### src/include/reset_cause_pkg.sv
// constants and types shared by the reset-cause capture block
// Functional notes
// - seven read-only flags record the source of the most recent reset.
// - a debug-forced reset leaves every reset-cause flag cleared; here a low-voltage reset in the same cycle sets bit 1 and keeps bit 7.
// - any write to the status address restarts the watchdog, flags unchanged.
// - power-on sets power-on bit 7 and low-voltage bit 1, clears others.
// - low-voltage reset keeps power-on bit, sets low-voltage, clears bits 6 to 2.
// - other resets set each active source flag, clear the rest and bits 7, 1.
// - external pin held low sets the pin flag, bit 6.
// - watchdog timeout sets bit 5; source blocked while watchdog enable is 0.
// - illegal or unimplemented opcode resets and sets bit 4.
// - stop instruction is illegal while stop-mode enable is 0.
// - background-entry instruction is illegal while background-mode enable is 0.
// - access to a designated illegal address resets and sets bit 3.
// - two gaps are illegal: 0x0470-0x17FF and 0x1860-0xBFFF.
// - unused or reserved register locations never cause an address reset.
// - clock-generator reset sets bit 2.
// - low-voltage detect with both enables set resets and sets bit 1.
// - force-reset register holds one write-only bit and always reads 0x00.
// - user-program writes to the force-reset register are ignored.
// - writing 1 to bit 0 through the background link forces a full reset.
// - stop-mode enable is 0 after every reset until software sets it.
package reset_cause_pkg;

  // ----------------------------------------
  // timing
  // ----------------------------------------
  localparam int unsigned CLK_PERIOD_NS = 40;
  localparam int unsigned HOLD_TIME_NS = 640;
  localparam int unsigned HOLD_CYCLES = (HOLD_TIME_NS + CLK_PERIOD_NS - 1) / CLK_PERIOD_NS;
  localparam int unsigned HOLD_CNT_W = 5;
  localparam int unsigned WDOG_TIMEOUT_US = 10000;
  localparam int unsigned WDOG_CYCLES_DFLT = WDOG_TIMEOUT_US * 1000 / CLK_PERIOD_NS;

  // ----------------------------------------
  // address map
  // ----------------------------------------
  localparam int unsigned ADDR_W = 16;
  localparam logic [15:0] STATUS_ADDR = 16'h1800;
  localparam logic [15:0] FORCE_ADDR = 16'h1801;
  localparam logic [15:0] GAP0_LO = 16'h0470;
  localparam logic [15:0] GAP0_HI = 16'h17ff;
  localparam logic [15:0] GAP1_LO = 16'h1860;
  localparam logic [15:0] GAP1_HI = 16'hbfff;

  // ----------------------------------------
  // status fields and values
  // ----------------------------------------
  localparam int unsigned POR_BIT = 7;
  localparam int unsigned PIN_BIT = 6;
  localparam int unsigned WDOG_BIT = 5;
  localparam int unsigned OPC_BIT = 4;
  localparam int unsigned ADR_BIT = 3;
  localparam int unsigned CLK_BIT = 2;
  localparam int unsigned LV_BIT = 1;
  localparam int unsigned FORCE_BIT = 0;
  localparam logic [7:0] FLAGS_POR = 8'h82;
  localparam logic [7:0] FLAGS_CLR = 8'h00;
  localparam logic [7:0] FORCE_RD_VALUE = 8'h00;

  typedef enum logic [1:0] {
    ST_RUN = 2'b01,
    ST_HOLD = 2'b10
  } seq_state_t;

endpackage : reset_cause_pkg
### src/hdl/addr_range_hit.sv
// address window comparator
`timescale 1ns/1ps
module addr_range_hit
  import reset_cause_pkg::*;
#(
  parameter logic [ADDR_W-1:0] LO = 16'h0000,
  parameter logic [ADDR_W-1:0] HI = 16'hffff
) (
  input wire logic [ADDR_W-1:0] addr,
  output logic hit
);

  if (LO > HI)
  begin : g_chk
    $error("addr_range_hit: LO above HI");
  end

  assign hit = (addr >= LO) && (addr <= HI);

endmodule : addr_range_hit

### src/hdl/reset_cause_capture.sv
// reset-cause capture, force-reset control and reset sequencing
`timescale 1ns/1ps
module reset_cause_capture
  import reset_cause_pkg::*;
#(
  parameter int unsigned WDOG_CYCLES = WDOG_CYCLES_DFLT
) (
  input wire logic sys_clk,
  input wire logic resetn,
  input wire logic reset_pin_n,
  input wire logic watchdog_enable,
  input wire logic background_mode_enable,
  input wire logic low_voltage_reset,
  input wire logic low_voltage_detect,
  input wire logic low_voltage_reset_enable,
  input wire logic low_voltage_stop_enable,
  input wire logic clockgen_reset,
  input wire logic illegal_opcode,
  input wire logic stop_exec,
  input wire logic background_entry_instruction_exec,
  input wire logic stop_mode_enable_wr,
  input wire logic stop_mode_enable_in,
  input wire logic [ADDR_W-1:0] cpu_addr,
  input wire logic cpu_rd,
  input wire logic cpu_wr,
  output logic [7:0] cpu_rdata,
  input wire logic bdm_wr,
  input wire logic [ADDR_W-1:0] bdm_addr,
  input wire logic [7:0] bdm_wdata,
  output logic system_reset
);

  if (HOLD_CYCLES < 1 || HOLD_CYCLES > (2 ** HOLD_CNT_W))
  begin : g_chk
    $error("reset_cause_capture: hold count does not fit");
  end

  // ----------------------------------------
  // state
  // ----------------------------------------
  typedef struct packed {
    seq_state_t st;
    logic [HOLD_CNT_W-1:0] cnt;
    logic [7:0] flags;
    logic [7:0] rdata;
    logic stop_en;
  } core_t;

  localparam core_t CORE_RST = '{
    st: ST_RUN,
    cnt: '0,
    flags: FLAGS_POR,
    rdata: FORCE_RD_VALUE,
    stop_en: 1'b0
  };

  core_t q;
  core_t d;

  // ----------------------------------------
  // reset sources
  // ----------------------------------------
  logic run;
  logic cpu_access;
  logic gap0_hit;
  logic gap1_hit;
  logic status_wr;
  logic lvr_evt;
  logic dbg_evt;
  logic pin_evt;
  logic wd_evt;
  logic opc_evt;
  logic adr_evt;
  logic clk_evt;
  logic any_cause;
  logic hold_src;
  logic wd_restart;

  assign run = (q.st == ST_RUN);
  assign cpu_access = cpu_rd || cpu_wr;

  addr_range_hit #(
    .LO(GAP0_LO),
    .HI(GAP0_HI)
  ) u_gap0 (
    .addr(cpu_addr),
    .hit(gap0_hit)
  );

  addr_range_hit #(
    .LO(GAP1_LO),
    .HI(GAP1_HI)
  ) u_gap1 (
    .addr(cpu_addr),
    .hit(gap1_hit)
  );

  // register areas lie outside both gaps, so reserved locations never trip
  assign adr_evt = cpu_access && (gap0_hit || gap1_hit);

  // write of any value restarts the watchdog only
  assign status_wr = cpu_wr && (cpu_addr == STATUS_ADDR);
  assign wd_restart = status_wr || !run;

  watchdog_counter #(
    .CYCLES(WDOG_CYCLES)
  ) u_wdog (
    .sys_clk(sys_clk),
    .resetn(resetn),
    .enable(watchdog_enable),
    .restart(wd_restart),
    .timeout(wd_evt)
  );

  // low-voltage trip counts only with both enables set
  assign lvr_evt = low_voltage_reset ||
                   (low_voltage_detect && low_voltage_reset_enable &&
                    low_voltage_stop_enable);
  // only the background link reaches the force bit; cpu writes there do nothing
  assign dbg_evt = bdm_wr && (bdm_addr == FORCE_ADDR) && bdm_wdata[FORCE_BIT];
  assign pin_evt = !reset_pin_n;
  assign opc_evt = illegal_opcode ||
                   (stop_exec && !q.stop_en) ||
                   (background_entry_instruction_exec && !background_mode_enable);
  assign clk_evt = clockgen_reset;
  assign any_cause = lvr_evt || dbg_evt || pin_evt || wd_evt || opc_evt || adr_evt ||
                     clk_evt;
  // reset is stretched while the pin or low voltage persists
  assign hold_src = pin_evt || lvr_evt;

  // ----------------------------------------
  // next state
  // ----------------------------------------
  always_comb
  begin
    d = q;
    unique case (q.st)
      ST_RUN:
      begin
        if (any_cause)
        begin
          d.st = ST_HOLD;
          d.cnt = HOLD_CNT_W'(HOLD_CYCLES - 1);
          d.stop_en = 1'b0;
          d.flags = FLAGS_CLR;
          if (lvr_evt)
          begin
            d.flags[POR_BIT] = q.flags[POR_BIT];
            d.flags[LV_BIT] = 1'b1;
          end
          else if (!dbg_evt)
          begin
            // a debug-forced reset without a low-voltage reset leaves all flags clear
            d.flags[PIN_BIT] = pin_evt;
            d.flags[WDOG_BIT] = wd_evt;
            d.flags[OPC_BIT] = opc_evt;
            d.flags[ADR_BIT] = adr_evt;
            d.flags[CLK_BIT] = clk_evt;
          end
        end
        else if (stop_mode_enable_wr)
        begin
          d.stop_en = stop_mode_enable_in;
        end
      end
      ST_HOLD:
      begin
        d.stop_en = 1'b0;
        if (q.cnt != '0)
        begin
          d.cnt = q.cnt - 1'b1;
        end
        else if (!hold_src)
        begin
          d.st = ST_RUN;
        end
      end
    endcase
    if (cpu_rd)
    begin
      if (cpu_addr == STATUS_ADDR)
      begin
        d.rdata = {q.flags[7:1], 1'b0};
      end
      else
      begin
        d.rdata = FORCE_RD_VALUE;
      end
    end
  end

  // power-on loads the power-on and low-voltage flags
  always_ff @(posedge sys_clk or negedge resetn)
  begin
    if (!resetn)
    begin
      q <= CORE_RST;
    end
    else
    begin
      q <= d;
    end
  end

  assign cpu_rdata = q.rdata;
  assign system_reset = (q.st == ST_HOLD);

  logic seen_q;

  always_ff @(posedge sys_clk or negedge resetn)
  begin
    if (!resetn)
    begin
      seen_q <= 1'b0;
    end
    else
    begin
      seen_q <= 1'b1;
    end
  end

  // causes other than low voltage, for the gating checks
  logic non_lv_cause;

  assign non_lv_cause = dbg_evt || pin_evt || wd_evt || opc_evt || adr_evt || clk_evt;
endmodule : reset_cause_capture

### src/hdl/watchdog_counter.sv
// watchdog counter with restart and enable
`timescale 1ns/1ps
module watchdog_counter
  import reset_cause_pkg::*;
#(
  parameter int unsigned CYCLES = WDOG_CYCLES_DFLT
) (
  input wire logic sys_clk,
  input wire logic resetn,
  input wire logic enable,
  input wire logic restart,
  output logic timeout
);

  localparam int unsigned W = $clog2(CYCLES + 1);

  if (CYCLES < 2)
  begin : g_chk
    $error("watchdog_counter: CYCLES below 2");
  end

  typedef struct packed {
    logic [W-1:0] cnt;
  } wdog_t;

  wdog_t q;
  wdog_t d;

  // no timeout while disabled
  assign timeout = enable && (q.cnt == W'(CYCLES - 1));

  always_comb
  begin
    d = q;
    if (restart || !enable || timeout)
    begin
      d.cnt = '0;
    end
    else
    begin
      d.cnt = q.cnt + 1'b1;
    end
  end

  always_ff @(posedge sys_clk or negedge resetn)
  begin
    if (!resetn)
    begin
      q <= '{cnt: '0};
    end
    else
    begin
      q <= d;
    end
  end
endmodule : watchdog_counter

### config.mk
export PLATFORM = sky130hd
export DESIGN_NAME = reset_cause_capture
export DESIGN_NICKNAME = d
export VERILOG_FILES = /design/src/include/reset_cause_pkg.sv /design/src/hdl/addr_range_hit.sv /design/src/hdl/reset_cause_capture.sv /design/src/hdl/watchdog_counter.sv
export SDC_FILE = /design/constraint.sdc
export NUM_CORES = 1
export LEC_CHECK = 0
export ABC_CLOCK_PERIOD_IN_PS = 2500
export BUFFER_PORTS_ARGS = -buffer_cell sky130_fd_sc_hd__buf_2
export CAP_MARGIN = 20
export CORE_AREA = 2 2 69 71
export CTS_CLUSTER_DIAMETER = 200
export CTS_CLUSTER_SIZE = 12
export DETAILED_ROUTE_END_ITERATION = 12
export DIE_AREA = 0 0 71 73
export GPL_TIMING_DRIVEN = 0
export PLACE_DENSITY = 0.78
export SLEW_MARGIN = 25
export SYNTH_ARGS = -nofsm -noshare
export SYNTH_HDL_FRONTEND = slang
export SYNTH_SLANG_ARGS = --single-unit
### constraint.sdc
create_clock -name sys_clk -period 2.5 [get_ports sys_clk]
set_input_delay 0.375 -clock sys_clk [delete_from_list [all_inputs] [get_ports sys_clk]]
set_output_delay 0.375 -clock sys_clk [all_outputs]
set_load 0.05 [all_outputs]
Word level (Yosys, flattened, before mapping)
Index checks and enable logic that the tools add are counted.
- flip-flop bits (word level): 41
- output and inout port bits: 9
- input port bits: 58
- logic and storage cells: 74
- reduce and logical (&&, ||, !) cells: 36
- add/sub/neg operators: 2
- bitwise operators: 1
- eq/ne operators: 10
- mux-type cells: 14
- $lt $le $gt $ge: 4
- operator list (cell ; number):
    $eq A16 B13 Y1 const B ; 2
    $add A18 B1 Y18 const B ; 1
    $eq A18 B18 Y1 const B ; 1
    $mux W18 ; 1
    $ge A16 B11 Y1 const B ; 1
    $ge A16 B13 Y1 const B ; 1
    $le A16 B13 Y1 const B ; 1
    $le A16 B16 Y1 const B ; 1
    $logic_or A1 B1 Y1 ; 15
    $mux W15 ; 1
    $mux W5 ; 3
    $pmux W7 S2 ; 1
    $logic_and A1 B1 Y1 ; 11
    $mux W8 ; 1
    $reduce_and A3 Y1 ; 2
    $logic_not A1 Y1 ; 5
    $reduce_bool A5 Y1 ; 1
    $sub A5 B1 Y5 const B ; 1
    $mux W1 ; 4
    $mux W2 ; 2
    $ne A2 B1 Y1 const B ; 2
    $ne A2 B2 Y1 const B ; 2
    $reduce_and A2 Y1 ; 2
    $ne A3 B2 Y1 const B ; 1
    4 further kinds ; 4

Logic depth before layout (Yosys ltp)
- depth after elaboration: 11
- gate-level depth with buffers: 8
- depth with buffers taken out: 6

Hierarchy
From an unflattened synthesis, not the netlist that was laid out.
- cell total of the unflattened synthesis: 239
- area, all modules: 2301.0 um2
- modules (own cells, without submodules) (module ; area an instance (um2) ; times used ; cells an instance):
    reset_cause_capture ; 1272.5 ; 1 ; 130
    watchdog_counter ; 952.2 ; 1 ; 98
    addr_range_hit (u_gap1) ; 40.0 ; 1 ; 6
    addr_range_hit (u_gap0) ; 36.3 ; 1 ; 5

Worst setup path before layout
OpenSTA, ideal clock, no wires.
- kind: register to register
- from: register u_wdog.q[0] (netlist bit)
- to: register q[11] (netlist bit)
- stages on the path, launching flop included: 7
- data arrival time: 1.727 ns
- path buffers: 0
- slack: 0.652 ns
- period minus slack after synthesis: 1.848 ns
- cells stage by stage: dfrtp_1 ha_1 nand3_2 or3_1 o21a_1 a31o_2 a22o_2
- word-level cells in the longest chain between the ends: 7
- ends and longest elaborated chain (what ; line ; RTL):
    from (decl) ; watchdog_counter.sv:26 ; wdog_t q;
    from (signal assigned) ; watchdog_counter.sv:49 ; q <= '{cnt: '0};
    $eq A18 B18 Y1 ; watchdog_counter.sv:30 ; assign timeout = enable && (q.cnt == W'(CYCLES - 1));
    $logic_and A1 B1 Y1 ; watchdog_counter.sv:30 ;
    $logic_or A1 B1 Y1 (4 in series) ; reset_cause_capture.sv:126 ; assign any_cause = lvr_evt || dbg_evt || pin_evt || wd_evt || opc_evt || adr_evt ||
    $reduce_and A2 Y1 (no source line) ; - ;
    to (signal assigned) ; reset_cause_capture.sv:197 ; q <= CORE_RST;
    to (signal assigned) ; reset_cause_capture.sv:201 ; q <= d;
    to (decl) ; reset_cause_capture.sv:57 ; core_t q;
No other way between the ends.
A chain may end at the register's enable or synchronous reset.

Worst setup path after layout
- from: register u_wdog.q[0] (netlist bit)
- to: register q[14] (netlist bit)
- word-level cells in the longest chain between the ends: 7
- elaborated cells between the ends (all ways): 9
- those cells by class: eq/ne (1); mux (2); reduce/logical (6)
- ends and longest elaborated chain (what ; line):
    $eq A18 B18 Y1 * ; watchdog_counter.sv:30
    $logic_and A1 B1 Y1 * ; watchdog_counter.sv:30
    $logic_or A1 B1 Y1 (4 in series) ; reset_cause_capture.sv:126
    $reduce_and A2 Y1 (no source line) ; -
Mark *: on every way between the ends. The rest lies on a longest branch, timed or not.

==> metrics.yaml <==
finish:
  syn_to_final_growth_pct: 20.5
  antenna_cells: 0
  fin_area_um2: 2650
  num-fill-cells: 418
  nets: 356
  drive_gt1_share_pct: 30.6
critical_path:
  crit_fanout: 6
  cp_data_required_time_ps: 2690
  ff2ff_setup_slack_ps: 480
  critPathKind: "flip-flop to flip-flop"
  startpoint_type: "flip-flop"
  cp-end-kind: "flip-flop"
  regToRegStartpoint: "u_wdog.q[0]"
  crit_start: "u_wdog.q[0]"
  cp.arrival_ps: 2210
timing:
  worst_slew_pin_slew_ps: 856
  finalCritPeriodShare_pct: 80.8
  finalMaxSlewViolations: 0
  skew_ps: 5.24
  max_clock_freq_mhz: 495
  rsz0062_at_grt: "no"
  slew_headroom_pct: 42.9
  tns_ps: 0
  period_needed_ps: 2020
  hold_viol_final: 0
  timing.final.ws_setup_ps: 481
  finalSetupViolations: 0
synth:
  synth.area.mux_share_pct: 1.37
  synth_edf_count: 0
  synthTopCellsByArea: "dfrtp_1 42%, nor2_1 4.8%, xor2_1 4.0%"
  synth_compound_area_share_pct: 12.7
  yosys.area.top_type: "dfrtp_1"
  async_flop_share_pct: 100
  netlist_area_um2: 2200
  synth.most_common_cell: "dfrtp_1"
  synth-xor-area-share_pct: 6.78
  synth_top_cells_by_count: "37 x dfrtp_1, 28 x nor2_1, 17 x nand2_1"
  synth_top_family_by_area: "simple AND/OR/NAND/NOR gates"
  yosys.area_share.adder_pct: 1.14
  synthSimpleGateAreaFrac_pct: 24.7
  post_synth.cell_area_avg_um2: 9.51
  synth_top_area_share_pct: 42.1
  ys.flop_type: "dfrtp_1"
  yosysWarnings: 0
  ys_ff_latch: 40
  synth.distinct_cells: 48
  synth_fp_nets: 291
  seq_area_frac_synth_pct: 45.7
  synth_cells: 231
cts:
  numCtsBuffers: 5
  clk_path_buf_depth: 2
  postCtsHoldBufs: 0
  cts-resized-gates: 0
  clock-root-buffer: "clkbuf_8"
  clkSinkCount: 40
  clk_latency_ps: 300
  cts_tree: "done"
  cts_max_level: 2
  clk_pin_slew_ps: 80
  post_cts_buffers: 0
power_and_ir_drop:
  power_density_nw_per_um2: 562
  p_clk_share_pct: 30.5
  ir_drop_mv: 0.265
  power_frac_comb_pct: 19.3
  swShare_pct: 28.4
  intPower_mw: 1.07
  p_total_mw: 1.49
  switchingPower_mw: 0.422
  p_leak_nw: 1.19
  share_seq_of_total_power_pct: 50.2
grt:
  grt-busiest-layer: "met2"
  antenna_found_initial: 0
  grt_pass1_vias: 1834
  grt_usage_pct: 19.7
  grt_use_met1_pct: 25.5
  overflow: 0
  grt_max_degree: 41
  gr-usage-met3_pct: 2.62
  met2_usage_pct: 33.1
  grt_pass1_wl_mm: 8.07
hold_path:
  hold_path_class: "input pin to asynchronous set/reset pin"
detailed_routing:
  viasPerCell: 5.27
  drt-pass1-iter-count: 4
  num_vias: 1851
  drc: 0
  wl_mm: 4.65
  antenna_left: 0
  wl_per_cell_um: 13.2
  drtIter0Drc: 120
placed_design:
  routabilityCongestion: 0.819
  placed_area_um2: 2550
  dp_slack_ps: 436
  hpwlAfterDp_mm: 3.52
  port_buffers: 58
die:
  pin_count: 67
  dieArea_um2: 5180
  initial_utilization_pct: 48.4
  core-area_um2: 4540
  die_y_um: 73
  num_rows: 25
  die_width_um: 71
outcome:
  status: "finished clean"
run:
  drv_cap: 0
==> worst paths after layout <==
check | end | depth (start not counted)
min | u_wdog.q[7] | 1
max in group asynchronous | q[23] | 1
min in group sys_clk | q[15] | 2
min reg2reg | q[16] | 2
max | q[14] | 6
max reg2reg | q[14] | 6
==> metrics by stage <==
| stage | util, % | hold WS [ps] | cells |
|---|---|---|---|
| after global placement | 56.3 | 434 | 343 |
| after detailed placement | 56.3 | 447 | 343 |
| after CTS | 58.4 | 225 | 351 |
| final | 58.4 | 180 | 351 |
| after global routing | 58.4 | 268 | 351 |
| after floorplan | - | 79.4 | 231 |
==> layout make-up <==
cell class                 count  area (um2)  share of cell area [%]
timing repair buffer          58         290                    11.0
clock inverter                 2        10.0                   0.378
clock buffer                   6        82.6                    3.12
multi-input combinational    162        1030                    38.9
tap                           54        67.6                    2.55
buffer                        14         106                    4.02
inverter                      15        56.3                    2.13
sequential                    40        1000                    37.9
==> power by group through the flow <==
stage | registers (mW) | clock network, mW | logic [mW]
after global routing | 0.752 | 0.480 | 0.329
after global placement | 0.757 | 0 | 0.281
final | 0.748 | 0.454 | 0.287
after detailed placement | 0.756 | 0 | 0.291
after CTS | 0.745 | 0.458 | 0.290
after floorplan | 0.746 | 0 | 0.203
==> cell families after synthesis <==
group | after synthesis
xor+xnor | 17
fa+ha+maj | 2
mux | 3
flops | 40
other cells | 1
buf+inv | 29
compound gates | 37
simple gates | 102
==> state kept, by name, indices dropped and copies added, names as in the netlist <==
name,cells
q,15
u_wdog.q,18
cpu_rdata,7
==> layer usage <==
layer	vias to the layer above	wire [um]	part of all wire (%)
li1	930	-	-
met1	870	2130	46
met2	38	2260	49
met3	13	130	2.8
met4	0	130	2.8
met5	-	0	0
==> cell usage in the layout, fill, tap and decap left out, types with 2 or more instances in the layout <==
cell / instances
nand3_2: 2
dfstp_2: 3
nor4b_1: 2
dfrtp_1: 37
nand4_1: 6
a41oi_1: 3
clkbuf_8: 6
and2b_1: 2
nor2_1: 28
buf_6: 2
nor3_1: 5
buf_2: 59
and2_1: 2
o21ai_0: 12
ha_1: 2
xnor2_1: 7
a31oi_1: 2
nand2b_1: 2
mux2i_1: 3
nor2b_1: 4
clkinv_2: 2
o21a_1: 3
inv_1: 15
nand2_1: 17
buf_4: 10
a21oi_1: 3
nand3_1: 13
xor2_1: 10
nand3b_1: 2
or3_1: 2
a221o_1: 4
a22o_2: 2
nor4_1: 6
o2bb2ai_1: 3
==> worst max-delay path: stages (launching register included) <==
cell     delay, ps
dfrtp_1        400
ha_1           220
nand3_2        140
or3_1          350
o21a_1         250
a31o_2         280
a22o_2         270
(Power assumes the default switching activity.)
